$ cat src/hw/trig_in_pkg.sv
// constants, field layouts and state type of the trigger-input unit
// assumes a single 200 MHz system clock and a synchronous active-high reset
package trig_in_pkg;

    localparam int NUM_LINES = 4;
    localparam int NUM_GEN = 2;
    localparam int CFG_W = 7;

    // register byte offsets on the apb slave
    localparam logic [7:0] OFS_SETTING = 8'h00;
    localparam logic [7:0] OFS_ACTIVATE = 8'h04;
    localparam logic [7:0] OFS_REC_ARM = 8'h08;
    localparam logic [7:0] OFS_WG_MODE = 8'h0C;
    localparam logic [7:0] OFS_WG_RATE = 8'h10;
    localparam logic [7:0] OFS_WG_CYCLES = 8'h14;
    localparam logic [7:0] OFS_WG_LEN = 8'h18;
    localparam logic [7:0] OFS_STATUS = 8'h1C;
    localparam logic [7:0] OFS_CFG_VIEW = 8'h20;
    localparam logic [7:0] OFS_LAST = 8'h2C;

    // setting command word: value, setting id, line id
    localparam int SET_VAL_LSB = 0;
    localparam int SET_PARAM_LSB = 8;
    localparam int SET_LINE_LSB = 16;

    // line_setting_id codes
    localparam logic [7:0] PARAM_EDGE_LEVEL = 8'h01;
    localparam logic [7:0] PARAM_FUNCTION = 8'h03;
    localparam logic [7:0] PARAM_POLARITY = 8'h07;
    localparam logic [7:0] PARAM_GEN_MASK = 8'h0D;

    // packed per-line configuration fields
    localparam int CFG_TYPE_BIT = 0;
    localparam int CFG_FUNC_LSB = 1;
    localparam int CFG_POL_BIT = 4;
    localparam int CFG_MASK_LSB = 5;

    localparam logic TYPE_EDGE = 1'b0;
    localparam logic TYPE_LEVEL = 1'b1;
    localparam logic [2:0] FUNC_NONE = 3'h0;
    localparam logic [2:0] FUNC_CAPTURE = 3'h2;
    localparam logic [2:0] FUNC_WAVE = 3'h4;
    localparam logic [7:0] MASK_MAX = 8'h03;

    // wavegen_start_mode bit for start by external trigger
    localparam int WG_EXT_START_BIT = 1;

    // status and recorder register fields
    localparam int STAT_DONE_LSB = 4;
    localparam int STAT_BUSY_BIT = 6;
    localparam int STAT_ERR_BIT = 7;
    localparam int REC_ARM_BIT = 3;
    localparam int REC_BUSY_BIT = 4;
    localparam int VIEW_ACTIVE_LSB = 16;

    typedef struct packed {
        logic [NUM_LINES-1:0] sync1;
        logic [NUM_LINES-1:0] sync2;
        logic [NUM_LINES-1:0] act_prev;
        logic [NUM_LINES-1:0][CFG_W-1:0] staged;
        logic [NUM_LINES-1:0][CFG_W-1:0] active;
        logic [NUM_LINES-1:0] act_valid;
        logic [2:0] rec_sel;
        logic rec_armed;
        logic rec_busy;
        logic rec_start;
        logic [NUM_GEN-1:0][7:0] start_mode;
        logic [NUM_GEN-1:0][7:0] rate;
        logic [NUM_GEN-1:0][7:0] rate_cnt;
        logic [NUM_GEN-1:0][15:0] cycles;
        logic [NUM_GEN-1:0][15:0] len;
        logic [NUM_GEN-1:0][15:0] pt_cnt;
        logic [NUM_GEN-1:0][15:0] cyc_cnt;
        logic [NUM_GEN-1:0] step;
        logic [NUM_GEN-1:0] done;
        logic err;
        logic pready;
        logic pslverr;
        logic [31:0] prdata;
    } state_t;

    // everything volatile: reset clears all; zero rate and length act as one
    localparam state_t STATE_RST = '0;

endpackage

$ cat src/hw/trig_in_unit.sv
// trigger-input unit: four digital lines steering recorder and two wave generators
// assumes an apb master on clk_sys_i and asynchronous trigger lines from outside
//
// The implementer's own choices: the APB slave port and the register addresses.

////////////////////////////////////////////////////////////////////////////////
module trig_in_unit
    import trig_in_pkg::*;
(
    // clock and reset
    input wire logic clk_sys_i,
    input wire logic srst_i,
    // apb slave
    input wire logic psel_i,
    input wire logic penable_i,
    input wire logic pwrite_i,
    input wire logic [7:0] paddr_i,
    input wire logic [31:0] pwdata_i,
    output logic pready_o,
    output logic pslverr_o,
    output logic [31:0] prdata_o,
    // trigger lines from outside
    input wire logic [NUM_LINES-1:0] line_i,
    // recorder
    input wire logic rec_done_i,
    output logic rec_start_o,
    // wave generators
    output logic [NUM_GEN-1:0] wg_step_o,
    output logic [NUM_GEN-1:0] wg_done_o
);

    state_t s;
    state_t n;
    logic [NUM_LINES-1:0] act;
    logic [NUM_LINES-1:0] fire;
    logic [NUM_GEN-1:0] inc;
    logic rec_fire;
    logic access;
    logic taking;
    logic set_wr;
    logic set_ok;
    logic act_wr;
    logic mode_wr;
    logic [7:0] set_line;
    logic [7:0] set_param;
    logic [7:0] set_val;
    logic [1:0] set_idx;
    logic [31:0] rd_data;
    logic [7:0] rate_eff [NUM_GEN];
    logic [15:0] len_eff [NUM_GEN];

    // line ids feed a two-bit index and the mask field must hold every generator
    if ((NUM_LINES > 4) || (CFG_MASK_LSB + NUM_GEN > CFG_W))
    begin
        $error("unsupported line or generator count");
    end

    function automatic logic is_mapped(input logic [7:0] a);
        return (a[1:0] == 2'h0) && (a <= OFS_LAST);
    endfunction

    function automatic logic [2:0] func_of(input logic [CFG_W-1:0] c);
        return c[CFG_FUNC_LSB +: 3];
    endfunction

    ////////////////////////////////////////////////////////////////////////////
    // next state

    always_comb
    begin
        n = s;
        n.sync1 = line_i;
        n.sync2 = s.sync1;
        n.rec_start = 1'b0;
        n.step = '0;
        n.pready = 1'b0;
        n.pslverr = 1'b0;

        access = psel_i && penable_i;
        taking = access && s.pready && pwrite_i && is_mapped(paddr_i);
        set_line = pwdata_i[SET_LINE_LSB +: 8];
        set_param = pwdata_i[SET_PARAM_LSB +: 8];
        set_val = pwdata_i[SET_VAL_LSB +: 8];
        set_idx = 2'(set_line - 8'h01);
        set_wr = taking && (paddr_i == OFS_SETTING);
        act_wr = taking && (paddr_i == OFS_ACTIVATE);
        mode_wr = taking && (paddr_i == OFS_WG_MODE);

        // value check per setting id; bad words leave the staged copy alone
        set_ok = 1'b0;
        if ((set_line >= 8'h01) && (set_line <= 8'(NUM_LINES)))
        begin
            case (set_param)
                PARAM_EDGE_LEVEL: set_ok = (set_val <= 8'h01);
                PARAM_FUNCTION: set_ok = (set_val == 8'h00) || (set_val == 8'h02)
                                         || (set_val == 8'h04);
                PARAM_POLARITY: set_ok = (set_val <= 8'h01);
                PARAM_GEN_MASK: set_ok = (set_val <= MASK_MAX);
                default: set_ok = 1'b0;
            endcase
        end

        // line evaluation works only from the activated copy
        for (int i = 0; i < NUM_LINES; i++)
        begin
            act[i] = ~(s.sync2[i] ^ s.active[i][CFG_POL_BIT]);
            if (s.active[i][CFG_TYPE_BIT] == TYPE_EDGE)
                fire[i] = act[i] && !s.act_prev[i];
            else
                fire[i] = act[i];
            fire[i] = fire[i] && s.act_valid[i] && (func_of(s.active[i]) != FUNC_NONE);
        end
        n.act_prev = act;

        rec_fire = 1'b0;
        for (int i = 0; i < NUM_LINES; i++)
            if (fire[i] && (func_of(s.active[i]) == FUNC_CAPTURE)
                && (s.rec_sel == 3'(i + 1)))
                rec_fire = 1'b1;

        // one-shot capture start, then blocked until done and re-armed
        if (rec_fire && s.rec_armed && !s.rec_busy)
        begin
            n.rec_start = 1'b1;
            n.rec_armed = 1'b0;
            n.rec_busy = 1'b1;
        end
        else if (rec_done_i)
            n.rec_busy = 1'b0;

        for (int g = 0; g < NUM_GEN; g++)
        begin
            inc[g] = 1'b0;
            for (int i = 0; i < NUM_LINES; i++)
                if (fire[i] && (func_of(s.active[i]) == FUNC_WAVE)
                    && s.active[i][CFG_MASK_LSB + g]
                    && s.start_mode[g][WG_EXT_START_BIT])
                    inc[g] = 1'b1;
            rate_eff[g] = (s.rate[g] == 8'h00) ? 8'h01 : s.rate[g];
            len_eff[g] = (s.len[g] == 16'h0000) ? 16'h0001 : s.len[g];
        end

        // apb write, after the capture logic so that an arm write wins; stepping skips mode-write cycles
        if (set_wr)
        begin
            if (set_ok)
            begin
                case (set_param)
                    PARAM_EDGE_LEVEL: n.staged[set_idx][CFG_TYPE_BIT] = set_val[0];
                    PARAM_FUNCTION: n.staged[set_idx][CFG_FUNC_LSB +: 3] = set_val[2:0];
                    PARAM_POLARITY: n.staged[set_idx][CFG_POL_BIT] = set_val[0];
                    default: n.staged[set_idx][CFG_MASK_LSB +: 2] = set_val[1:0];
                endcase
            end
        end
        if (act_wr)
        begin
            for (int i = 0; i < NUM_LINES; i++)
                if (pwdata_i[i])
                begin
                    n.active[i] = s.staged[i];
                    n.act_valid[i] = 1'b1;
                end
        end
        if (taking && (paddr_i == OFS_REC_ARM))
        begin
            n.rec_sel = pwdata_i[2:0];
            if (pwdata_i[REC_ARM_BIT])
                n.rec_armed = 1'b1;
        end
        if (taking && (paddr_i == OFS_STATUS) && pwdata_i[STAT_ERR_BIT])
            n.err = 1'b0;
        if (set_wr && !set_ok)
            n.err = 1'b1;
        for (int g = 0; g < NUM_GEN; g++)
        begin
            if (mode_wr)
            begin
                // a start-mode write restarts the generator's counting
                n.start_mode[g] = pwdata_i[8 * g +: 8];
                n.rate_cnt[g] = 8'h00;
                n.pt_cnt[g] = 16'h0000;
                n.cyc_cnt[g] = 16'h0000;
                n.done[g] = 1'b0;
            end
            if (taking && (paddr_i == OFS_WG_RATE))
                n.rate[g] = pwdata_i[8 * g +: 8];
            if (taking && (paddr_i == OFS_WG_CYCLES))
                n.cycles[g] = pwdata_i[16 * g +: 16];
            if (taking && (paddr_i == OFS_WG_LEN))
                n.len[g] = pwdata_i[16 * g +: 16];
        end

        // generator stepping: edges count one each, a level counts each clock
        for (int g = 0; g < NUM_GEN; g++)
        begin
            if (inc[g] && !s.done[g] && !mode_wr)
            begin
                if (s.rate_cnt[g] >= rate_eff[g] - 8'h01)
                begin
                    n.rate_cnt[g] = 8'h00;
                    n.step[g] = 1'b1;
                    if (s.pt_cnt[g] >= len_eff[g] - 16'h0001)
                    begin
                        n.pt_cnt[g] = 16'h0000;
                        n.cyc_cnt[g] = s.cyc_cnt[g] + 16'h0001;
                        if ((s.cycles[g] != 16'h0000)
                            && (s.cyc_cnt[g] >= s.cycles[g] - 16'h0001))
                            n.done[g] = 1'b1;
                    end
                    else
                        n.pt_cnt[g] = s.pt_cnt[g] + 16'h0001;
                end
                else
                    n.rate_cnt[g] = s.rate_cnt[g] + 8'h01;
            end
        end

        // read mux; register answers one cycle into the access phase
        rd_data = 32'h0000_0000;
        case (paddr_i)
            OFS_ACTIVATE: rd_data[NUM_LINES-1:0] = s.act_valid;
            OFS_REC_ARM: rd_data[4:0] = {s.rec_busy, s.rec_armed, s.rec_sel};
            OFS_WG_MODE: rd_data[15:0] = s.start_mode;
            OFS_WG_RATE: rd_data[15:0] = s.rate;
            OFS_WG_CYCLES: rd_data = s.cycles;
            OFS_WG_LEN: rd_data = s.len;
            OFS_STATUS: rd_data[7:0] = {s.err, s.rec_busy, s.done, s.sync2};
            default:
            begin
                for (int i = 0; i < NUM_LINES; i++)
                    if (paddr_i == OFS_CFG_VIEW + 8'(4 * i))
                    begin
                        rd_data[CFG_W-1:0] = s.staged[i];
                        rd_data[VIEW_ACTIVE_LSB +: CFG_W] = s.active[i];
                    end
            end
        endcase
        if (access && !s.pready)
        begin
            n.pready = 1'b1;
            n.pslverr = !is_mapped(paddr_i);
            n.prdata = is_mapped(paddr_i) ? rd_data : 32'h0000_0000;
        end
    end

    ////////////////////////////////////////////////////////////////////////////
    // state register

    always_ff @(posedge clk_sys_i)
    begin
        if (srst_i)
            s <= STATE_RST;
        else
            s <= n;
    end

    assign pready_o = s.pready;
    assign pslverr_o = s.pslverr;
    assign prdata_o = s.prdata;
    assign rec_start_o = s.rec_start;
    assign wg_step_o = s.step;
    assign wg_done_o = s.done;

    ////////////////////////////////////////////////////////////////////////////
    // checks

    // check-only count of gen1 events since its last point; mirrors no design counter
    logic [7:0] seen_inc;

    always_ff @(posedge clk_sys_i)
    begin
        if (srst_i || mode_wr)
            seen_inc <= 8'h00;
        else if (inc[0] && !s.done[0])
            seen_inc <= (s.step[0] ? 8'h00 : seen_inc) + 8'h01;
        else if (s.step[0])
            seen_inc <= 8'h00;
    end

    rec_blocked_a: assert property (
        @(posedge clk_sys_i) disable iff (srst_i)
        s.rec_start |-> $past(s.rec_armed) && !$past(s.rec_busy))
        else $error("capture started while busy or unarmed");

    rec_busy_hold_a: assert property (
        @(posedge clk_sys_i) disable iff (srst_i)
        s.rec_busy && !rec_done_i |=> s.rec_busy && !s.rec_start)
        else $error("recorder busy dropped or retriggered");

    staged_inert_a: assert property (
        @(posedge clk_sys_i) disable iff (srst_i)
        !act_wr |=> $stable(s.active))
        else $error("active config changed without activation");

    bad_setting_a: assert property (
        @(posedge clk_sys_i) disable iff (srst_i)
        set_wr && !set_ok |=> $stable(s.staged) && s.err)
        else $error("invalid setting word was stored");

    sync_delay_a: assert property (
        @(posedge clk_sys_i) disable iff (srst_i)
        !$past(srst_i) && !$past(srst_i, 2) |-> s.sync2 == $past(line_i, 2))
        else $error("line synchroniser depth wrong");

    cycles_stop_a: assert property (
        @(posedge clk_sys_i) disable iff (srst_i)
        s.done[0] && !mode_wr |=> !s.step[0] && s.done[0])
        else $error("generator stepped after cycle limit");

    level_pause_a: assert property (
        @(posedge clk_sys_i) disable iff (srst_i)
        !inc[1] |=> !s.step[1] && $stable(s.rate_cnt[1]) || $past(mode_wr))
        else $error("generator advanced without trigger");

    rate_count_a: assert property (
        @(posedge clk_sys_i) disable iff (srst_i)
        s.step[0] |-> seen_inc == $past(rate_eff[0]))
        else $error("point emitted before rate reached");

    apb_ready_a: assert property (
        @(posedge clk_sys_i) disable iff (srst_i)
        psel_i && penable_i && !s.pready |=> s.pready ##1 !s.pready)
        else $error("apb answer not a one-cycle pulse");

    apb_err_a: assert property (
        @(posedge clk_sys_i) disable iff (srst_i)
        s.pslverr |-> s.pready)
        else $error("apb error flagged outside an answer");

    ext_start_a: assert property (
        @(posedge clk_sys_i) disable iff (srst_i)
        s.step[0] |-> $past(s.start_mode[0][WG_EXT_START_BIT]))
        else $error("generator one stepped without external start");

    ext_start_two_a: assert property (
        @(posedge clk_sys_i) disable iff (srst_i)
        s.step[1] |-> $past(s.start_mode[1][WG_EXT_START_BIT]))
        else $error("generator two stepped without external start");

endmodule

$ cat config.mk
export PLATFORM = sky130hd
export DESIGN_NAME = trig_in_unit
export DESIGN_NICKNAME = d
export VERILOG_FILES = /design/src/hw/trig_in_pkg.sv /design/src/hw/trig_in_unit.sv
export SDC_FILE = /design/constraint.sdc
export NUM_CORES = 1
export LEC_CHECK = 0
export BUFFER_PORTS_ARGS = -buffer_cell sky130_fd_sc_hd__buf_4
export CORE_UTILIZATION = 56
export CTS_CLUSTER_SIZE = 30
export DETAILED_ROUTE_END_ITERATION = 12
export PLACE_DENSITY = 0.84
export SLEW_MARGIN = 10
export SYNTH_ARGS = -nofsm -noshare
export SYNTH_HDL_FRONTEND = slang
export SYNTH_SLANG_ARGS = --single-unit
$ cat constraint.sdc
create_clock -name clk_sys_i -period 4.7 [get_ports clk_sys_i]
set_input_delay 0.94 -clock clk_sys_i [delete_from_list [all_inputs] [get_ports clk_sys_i]]
set_output_delay 0.94 -clock clk_sys_i [all_outputs]
set_load 0.01 [all_outputs]
Word-level counts from Yosys, hierarchy flattened:

Index checks and enable logic that the tools add are counted.

* output and inout port bits: 39
* word-level logic and storage cells: 306
* register bits after elaboration: 293

* equality and inequality tests: 29
* add/sub/neg operators: 13
* bitwise gates (word level): 11
* reduce and logical (&&, ||, !) cells: 107
* magnitude comparators: 13
* mux-type cells: 93

Operators with widths (count)
* $mux W16: 18
* $bwmux W28: 4
* $pmux W28 S3: 1
* $logic_and A1 B1 Y1: 66
* $add A16 B1 Y16 const B: 4
* $ge A16 B16 Y1: 4
* $sub A16 B1 Y16 const B: 4
* $mux W7: 9
* $demux W7 S2: 4
* $mux W8: 7
* $mux W1: 38
* $mux W34: 1
* $eq A8 B5 Y1 const B: 4
* $eq A8 B6 Y1 const B: 4
* $logic_not A16 Y1: 2
* $logic_not A8 Y1: 4
* $mux W32: 1
* $pmux W8 S4: 1
* $reduce_bool A16 Y1: 2
* $pmux W4 S7: 1
* $eq A8 B3 Y1 const B: 3
* $eq A8 B4 Y1 const B: 3
* $pmux W7 S3: 1
* $eq A3 B2 Y1 const B: 6
* other kinds (32): 74

Longest topological paths before layout:

Gate-level depths: netlist of run 1.

* depth after elaboration: 17
* gate-level depth with buffers: 20
* mapped depth without buffers: 18

Worst setup path after synthesis of run 1:

No wires, ideal clock.

* path kind: register to register
* start: register s[128] (netlist name)
* end: register s[93] (netlist name)
* cell stages (with the launch flop): 19
* required time: 4.626 ns
* setup slack: 0.142 ns
* arrival: 4.483 ns
* buffers on the path: 2
* cells stage by stage: dfxtp_1 > or4_1 > or3_1 > or4b_2 > nor2b_1 > ha_1 > nand2_1 > or3_1 > nor2_1 > xnor2_1 > ha_1 > a21oi_1 > nand2_1 > a221oi_1 > a21o_1 > clkbuf_1 > clkbuf_1 > o211ai_1 > a31oi_1

* word-level cells in the longest chain between the ends: 7

Ends and longest elaborated chain
* from (decl): RTL line trig_in_unit.sv:32 `state_t s;`
* from (signal assigned): RTL line trig_in_unit.sv:255 `s <= n;`
* $logic_not A16 Y1: RTL line trig_in_unit.sv:140 `len_eff[g] = (s.len[g] == 16'h0000) ? 16'h0001 : s.len[g];`
* $mux W16 *: RTL line trig_in_unit.sv:140
* $sub A16 B1 Y16 *: RTL line trig_in_unit.sv:203 `if (s.pt_cnt[g] >= len_eff[g] - 16'h0001)`
* $ge A16 B16 Y1 *: RTL line trig_in_unit.sv:203
* $mux W16 *: RTL line trig_in_unit.sv:203
* $mux W16 *: RTL line trig_in_unit.sv:199 `if (s.rate_cnt[g] >= rate_eff[g] - 8'h01)`
* $mux W16 *: RTL line trig_in_unit.sv:197 `if (inc[g] && !s.done[g] && !mode_wr)`

Every way passes the cells marked *; elsewhere a longest branch is shown, timed or not.
A chain may end at the register's enable or synchronous reset.

Worst setup path after layout of run 1:

* start: register s[128] (netlist name)
* end: register s[70] (netlist name)

Same word-level chain as after synthesis.

==> summary by stage, run 1 <==
Yosys
The post-synthesis net count is between 2k and 2.5k. The post-synthesis cell count is 2017. Among all flip-flop cells after synthesis, the most frequent one is dfxtp_1.

After synthesis the cells add up to 16210 um2. After synthesis, the cell types taking the most area are dfxtp_1 (36%), nand2_1 (7.8%), ha_1 (7.1%). dfxtp_1 takes more of the synthesized area than any other cell.

For this run, the register share of the synthesized area comes to 0.3619. The share of the synthesized area in the top cell type is 0.3619. The mean cell area of the mapped netlist is 8.036 um2. The number of warning messages in the yosys log is 0. The share of synthesized flip-flops with an asynchronous set or reset is 0. The number of synthesized flops with an enable pin is 0. The most common cell in the synthesized netlist is nand2_1. Sorting the synthesized cells by how often they occur yields nand2_1 (335), dfxtp_1 (293), a21oi_1 (187), nor2_1 (150), nand3_1 (99).

The count of different cell masters after synthesis is 72. The synthesis-stage register bit count is between 200 and 300.

Final layout
The sequential cells in the finished layout cover a total of around 6000 um2. The multi-input combinational cells in the finished layout cover a total of between 9000 and 10000 um2. The area growth from synthesis to layout is 11.29%.

0 antenna diodes ended up in the layout. The number of nets in the layout is 2166. Fill cells in the final layout number 2328. The layout cell share with drive strength beyond 1 is 0.1124. The area of all placed cells without fillers is 18040 um2.

Worst setup path
The critical path arrival is just under 5 ns. The worst setup path is captured at a register. The required time of the worst setup path is approximately 5.2 ns. The critical path goes through or4_4 > or3_4 > or4b_2 > nor2b_1 > ha_1 > nand2_1 > or3_4 > nor4_1 > xnor2_1 > ha_1 > a21oi_1 > o21ai_1 > a41oi_1 > a21o_1 > buf_12 > or4_1 > a21oi_1.

For this run, the slowest stage of the critical path takes 0.66 ns. STA classifies the critical path startpoint as a register. The worst setup path is of the register to register kind. The critical path's top delay family is simple AND/OR/NAND/NOR gates.

The master of the slowest instance on the critical path is or4b_2. Along the worst path, the maximum fanout reaches 45. The buffers plus inverters on the worst setup path is 1.

Status
The flow ran to the end, and the final reports show no timing, DRC or antenna violations.

Timing
Measured against its own limit, the worst slew margin works out to 0.2356. The minimum clock period after layout is about 4.5 ns. In the finished design, the share of the clock period the worst path needs comes to 0.9588. The fmax is between 200 and 250 MHz.

Clock skew on the completed layout was measured at approximately 0.058 ns. The total setup violations reported at the end of the flow is 0. The number of hold-slack violations in the final timing report is 0. At the pin with the least slew margin, the transition time is around 1.1 ns.

The tightest hold path in the finished design has a slack of roughly 0.44 ns. The final max-slew violation count is 0.

Clock tree
The longest clock path from root to sink contains 3 buffers. Counting the buffers created by CTS gives 30. In this run the number of H-tree levels came out at 1. The root buffer cell is clkbuf_16. CTS saw roughly 290 sinks. The number of hold buffers added after cts is 0. The count of instances resized after the clock tree is built is 0. Buffers added to address setup during post-CTS repair amount to 0. The clock insertion delay at the later pin of the skew report is roughly 0.60 ns. The clock-pin transition on the worst setup and hold timing paths is around 0.06 ns. TritonCTS built the clock tree.

Routing
The DRC violations left is 0. The routed via count is 15.91k. The starting DRC count in detailed routing is 1864. Dividing the detail-routed via count by the number of cells gives ~6.6. The number of iterations in the first detailed-routing pass is 6. After detailed routing, the average wire length per cell comes to roughly 20 um.

The number of routed nets with antenna violations is 0. The routed design has 48260 um of wire.

Die
The die outline width is roughly 170 um. The vertical die dimension is between 150 and 200 um. The die covers 29630 um2.

89 I/O pins were placed. The area of the core region is between 20000 and 30000 um2. The initial utilization of the core area, before any placement, comes to 0.5755.

The standard-cell row count is approximately 60.

Place
The congestion estimate from routability-driven global placement came to approximately 1. The count of buffers from port buffering is 88. The estimated wirelength of the detail-placed design is between 30000 and 40000 um. The placed instances occupy a cell area of ~17000 um2.

Power and ir drop
Power comes to around 0.0051 W. The largest vdd supply drop is around 0.30 mV. Summed over all cells, the static leakage comes to between 6 and 7 nW. Power spread over the standard cell area amounts to approximately 280 nW/um2.

GRT
The via count of the first global-routing pass is about 14k. The number of antenna violations at the first check in global routing is 0. The maximum number of pins on one net before global-route repair is 84. Across every metal layer, demand over resource in global routing totals 0.3221.

The wire length of the first global-routing pass is 75710 um. The final global-route overflow total is 0.

Flow run
The tool flagged a number of max-cap violations equal to 0.

Min path
The tightest min-delay check is of the register to register type.
## worst paths after layout
path	depth (start not counted)	slack [ns]	start	endpoint
setup / recovery	17	0.19	s[128]$_SDFFE_PP0P_	s[70]$_SDFF_PP0_
hold / removal	1	0.44	n[287]$_SDFF_PP0_	s[287]$_SDFF_PP0_
setup reg to reg	17	0.19	s[128]$_SDFFE_PP0P_	s[70]$_SDFF_PP0_
hold reg to reg	1	0.44	n[287]$_SDFF_PP0_	s[287]$_SDFF_PP0_
## cell type report
class                      count  share of cell area
sequential                   293              0.3252
clock buffer                  46             0.04828
multi-input combinational   1547              0.5336
inverter                      23            0.004786
clock inverter                 8            0.006589
timing repair buffer         129             0.05528
tap                          378             0.02622
## state kept, by name, summed over array words and instances, names as in the netlist, named ones only
name and cells:
pslverr_o 1, n 4, wg_done_o 2, wg_step_o 2
pready_o 1, rec_start_o 1, prdata_o 32, s 222
## kinds of logic (layout without fill, tap and decap cells)
logic type,count (synthesis),in the layout,synth area share
buffers and inverters,177,206,0.05064
xor gates and xnor gates,72,72,0.03890
AOI/OAI and AO/OA,454,454,0.1831
and+or+nand+nor,901,901,0.2772
adders and majority gates,92,92,0.07101
DFF,293,293,0.3619
muxes,28,28,0.01729
## worst register-to-register path, cell delays in order, from the launching register on
cell and delay, ns:
dfxtp_1 0.31, or4_4 0.54, or3_4 0.35, or4b_2 0.66
nor2b_1 0.17, ha_1 0.20, nand2_1 0.11, or3_4 0.14
nor4_1 0.05, xnor2_1 0.22, ha_1 0.19, a21oi_1 0.06
o21ai_1 0.23, a41oi_1 0.11, a21o_1 0.23, buf_12 0.18
or4_1 0.53, a21oi_1 0.15
## where the power goes
group	switching, W	total, W	internal, W
sequential	0.0000117	0.00251	0.00250
clock	0.00101	0.00239	0.00139
combinational	0.000150	0.000226	0.0000760
## layer usage
metal / vias up / track usage / part of all wire
met4: 0 / 0.1493 / 0.050
li1: 7339 / - / -
met2: 879 / 0.5177 / 0.46
met5: - / 0 / 0
met3: 187 / 0.05837 / 0.096
met1: 7505 / 0.4186 / 0.40
## layout by cell type, fill, tap and decap left out, types with 10 or more instances in the layout
master	n
inv_1	23
a22oi_1	59
nor2b_1	20
xnor2_1	41
nand2_1	335
nor3b_1	10
nor3_1	43
buf_4	126
xor2_1	31
dfxtp_1	292
nand4_1	24
mux2i_1	28
a21oi_1	186
or4_1	39
nor2_1	145
o211ai_1	12
nand2b_1	22
o21ai_0	33
ha_1	92
and2_1	14
nand3_1	99
o31ai_1	27
a221oi_1	25
a211oi_1	14
a31oi_1	18
clkbuf_1	10
or2_2	13
clkbuf_16	30
nor4_1	44
or3_1	11
nand3b_1	17
## per-stage QoR
step	worst slack [ns]	TNS (ns)	instances	utilization
after global placement	0.2103	0	2370	0.6035
final	0.1936	0	2424	0.6405
after global routing	-0.005038	-0.005038	2424	0.6405
after detailed placement	0.08765	0	2370	0.6035
after floorplan	0.1424	0	2017	-
after CTS	0.09419	0	2424	0.6386
(Power assumes the default switching activity.)
==> run 2: changes to the inputs <==
--- a/config.mk
+++ b/config.mk
@@ -7,3 +7,3 @@
 export LEC_CHECK = 0
-export BUFFER_PORTS_ARGS = -buffer_cell sky130_fd_sc_hd__buf_4
+export BUFFER_PORTS_ARGS = -buffer_cell sky130_fd_sc_hd__buf_2
 export CORE_UTILIZATION = 56
@@ -11,3 +11,3 @@
 export DETAILED_ROUTE_END_ITERATION = 12
-export PLACE_DENSITY = 0.84
+export PLACE_DENSITY_LB_ADDON = 0.12
 export SLEW_MARGIN = 10
--- a/constraint.sdc
+++ b/constraint.sdc
@@ -3,2 +3,2 @@
 set_output_delay 0.94 -clock clk_sys_i [all_outputs]
-set_load 0.01 [all_outputs]
+set_load 0.05 [all_outputs]
==> summary by stage, run 2 (synthesis results as in run 1) <==
Status
The run finished with clean final reports.

Worst setup path
The critical path class is register to register. Along the worst path, the maximum fanout reaches 45. The critical path arrival is 4.97 ns. The required time of the worst setup path is 5.15 ns. The number of cells on the worst reg-to-reg path is 16.

STA classifies the critical path endpoint as a register. STA classifies the critical path startpoint as a register.

Timing
The minimum clock period after layout is between 4 and 5 ns. The number of hold-slack violations in the final timing report is 0. The worst pin sits at a relative slew slack of 0.2920. At the pin with the least slew margin, the transition time is slightly above 1 ns. The period utilization is 0.9610. Setup total negative slack on the finished layout was measured at 0 ns. Setup repair after global routing left no endpoint under its margin. For the final database, setup skew stands at roughly 0.020 ns. The fmax is ~220 MHz. The final max-slew violation count is 0. Setup violations remaining at the end of the flow were counted as 0.

GRT
The via count of the first global-routing pass is approximately 14k. The first global-routing pass estimated 75020 um of wire. In the global route stage, overall resource usage came out at 0.3233.

Entering global routing, the biggest net connects 94 pins. The number of antenna violations at the first check in global routing is 0. The final global-route overflow total is 0.

Power and ir drop
The register share of total power is 0.458. The combinational share of power is 0.045. The share of total power dissipated in the clock network is 0.497. For this design the ratio of total power to cell area is a little over 300 nW/um2. The cell-internal power is 0.004187 W. For this design the static power due to leakage is approximately 6.6 nW.

IR analysis of the VDD net gives a maximum drop of 0.2648 mV. Of the total power, the share spent switching nets is 0.2371. For this design the total switching power over the nets is about 0.0013 W.

Final layout
The register with the most flip-flops in the layout has between 200 and 250 of them. The most flop-heavy register is s. The layout-stage area growth over the synthesis result is 11.10%. Of the cells placed in the final design, the portion with a size suffix greater than 1 is 0.1174.

The repair_antennas step left the layout with diodes totalling 0. The library cells used most frequently in the layout, excluding fill and tap cells, are nand2_1 (335), dfxtp_1 (293), a21oi_1 (186), nor2_1 (145), nand3_1 (99). The final layout contains about 2.2k nets.

For this run, the share of the core covered by cells in the final layout is 0.6394. Counting the fill cells in the layout gives around 2.5k. The library cell used most frequently in the layout, excluding fill and tap cells, is nand2_1.

Die
The standard-cell row count is 61. between 80 and 90 I/O pins were placed. The area of the die is 29630 um2. In this run the horizontal extent of the chip is between 150 and 200 um. The die is 172.1 um tall. The starting density of the core is 0.5755. The core region is 28160 um2.

Routing
The number of routed nets with antenna violations is 0. The routed layout has between 15k and 20k vias. The starting DRC count in detailed routing is about 1.7k. Dividing the detail-routed wire length by the instance count gives a little under 20 um. The number of iterations in the first detailed-routing pass is 5.

The final routed wirelength across all metal layers is 47980 um. In the routed design, unresolved DRC markers number 0. In the routed layout, each cell is associated on average with a via count of between 6 and 7.

Clock tree
The number of buffers added by the clock tree synthesis step is 34. The clock tree synthesis step divided the H-tree into 2 levels. The count of instances resized after the clock tree is built is 0. In this run the clock root is driven by a clkbuf_16.

TritonCTS built the clock tree. The number of hold buffers added after cts is 0. The post-CTS setup buffer count is 0. The number of clock sinks seen by CTS is between 200 and 300.

The maximum root-to-sink buffer count is 3. The clock reaches the later pin of the worst-skew pair after approximately 0.54 ns. After clock tree synthesis, the clock-pin slew on the worst setup and hold paths is 0.06 ns.

Place
The count of buffers from port buffering is 88. At the end of routability-driven placement, the weighted congestion stood at 0.9495. The estimated wirelength of the detail-placed design is approximately 34000 um.

Min path
The worst hold path belongs to the class register to register. Counting instances, the worst hold path has a depth of 1.

Flow run
The max capacitance violation total is 0.
run 2: path summary, 6_finish.rpt:
kind | from | to | slack [ns]
setup reg to reg | s[128]$_SDFFE_PP0P_ | s[60]$_SDFF_PP0_ | 0.18
hold / removal | n[286]$_SDFF_PP0_ | s[286]$_SDFF_PP0_ | 0.43
hold reg to reg | n[286]$_SDFF_PP0_ | s[286]$_SDFF_PP0_ | 0.43
setup / recovery | s[128]$_SDFFE_PP0P_ | s[60]$_SDFF_PP0_ | 0.18
run 2: layer usage:
metal | vias to the layer above | track usage | wire, um
met4 | 0 | 0.1354 | 1816
met2 | 642 | 0.4926 | 21010
met5 | - | 0 | 0
met3 | 120 | 0.05425 | 3922
met1 | 7263 | 0.4498 | 21230
li1 | 7354 | - | -
run 2: power by group through the flow:
| stage | sequential (W) | combinational, W | clock [W] |
|---|---|---|---|
| floorplan | 0.00257 | 0.000165 | 0 |
| CTS | 0.00251 | 0.000244 | 0.00276 |
| detailed placement | 0.00257 | 0.000243 | 0 |
| finish | 0.00251 | 0.000248 | 0.00273 |
| global placement | 0.00257 | 0.000241 | 0 |
| global route | 0.00251 | 0.000263 | 0.00287 |
run 2: cell type report:
class,instances,area [um2],area share
multi-input cells,1547,9627,0.5346
flip-flops and latches,293,5866,0.3257
clock buffers,47,969.7,0.05385
repair buffers,131,807.0,0.04481
well taps,378,473.0,0.02626
clock inverters,12,180.2,0.01000
inverters,23,86.33,0.004794
run 2: worst max-delay path, cell delays in order, from the launching register on:
cell     delay (ns)
dfxtp_1        0.32
or4_4          0.55
or3_4          0.35
or4b_2         0.65
nor2b_1        0.18
ha_1           0.21
nand2_1        0.11
or3_4          0.14
nor2_1         0.05
xnor2_1        0.12
ha_1           0.32
and4_4         0.24
a41oi_2        0.12
a21o_1         0.24
buf_12         0.18
or4_1          0.51
a21oi_1        0.15
run 2: through the flow:
step | area [um2] | worst slack, ns | total power (W) | hold slack, ns | std cells
5_1_grt | 18010 | 0.005533 | 0.005644 | 0.4695 | 2431
2_1_floorplan | 16210 | 0.1424 | 0.002731 | 0.4138 | 2017
3_5_place_dp | 16800 | 0.1446 | 0.002811 | 0.4204 | 2372
6_report | 18010 | 0.1834 | 0.005488 | 0.4318 | 2431
4_1_cts | 17950 | 0.1357 | 0.005514 | 0.4343 | 2431
3_3_place_gp | 16800 | 0.1957 | 0.002808 | 0.4157 | 2372
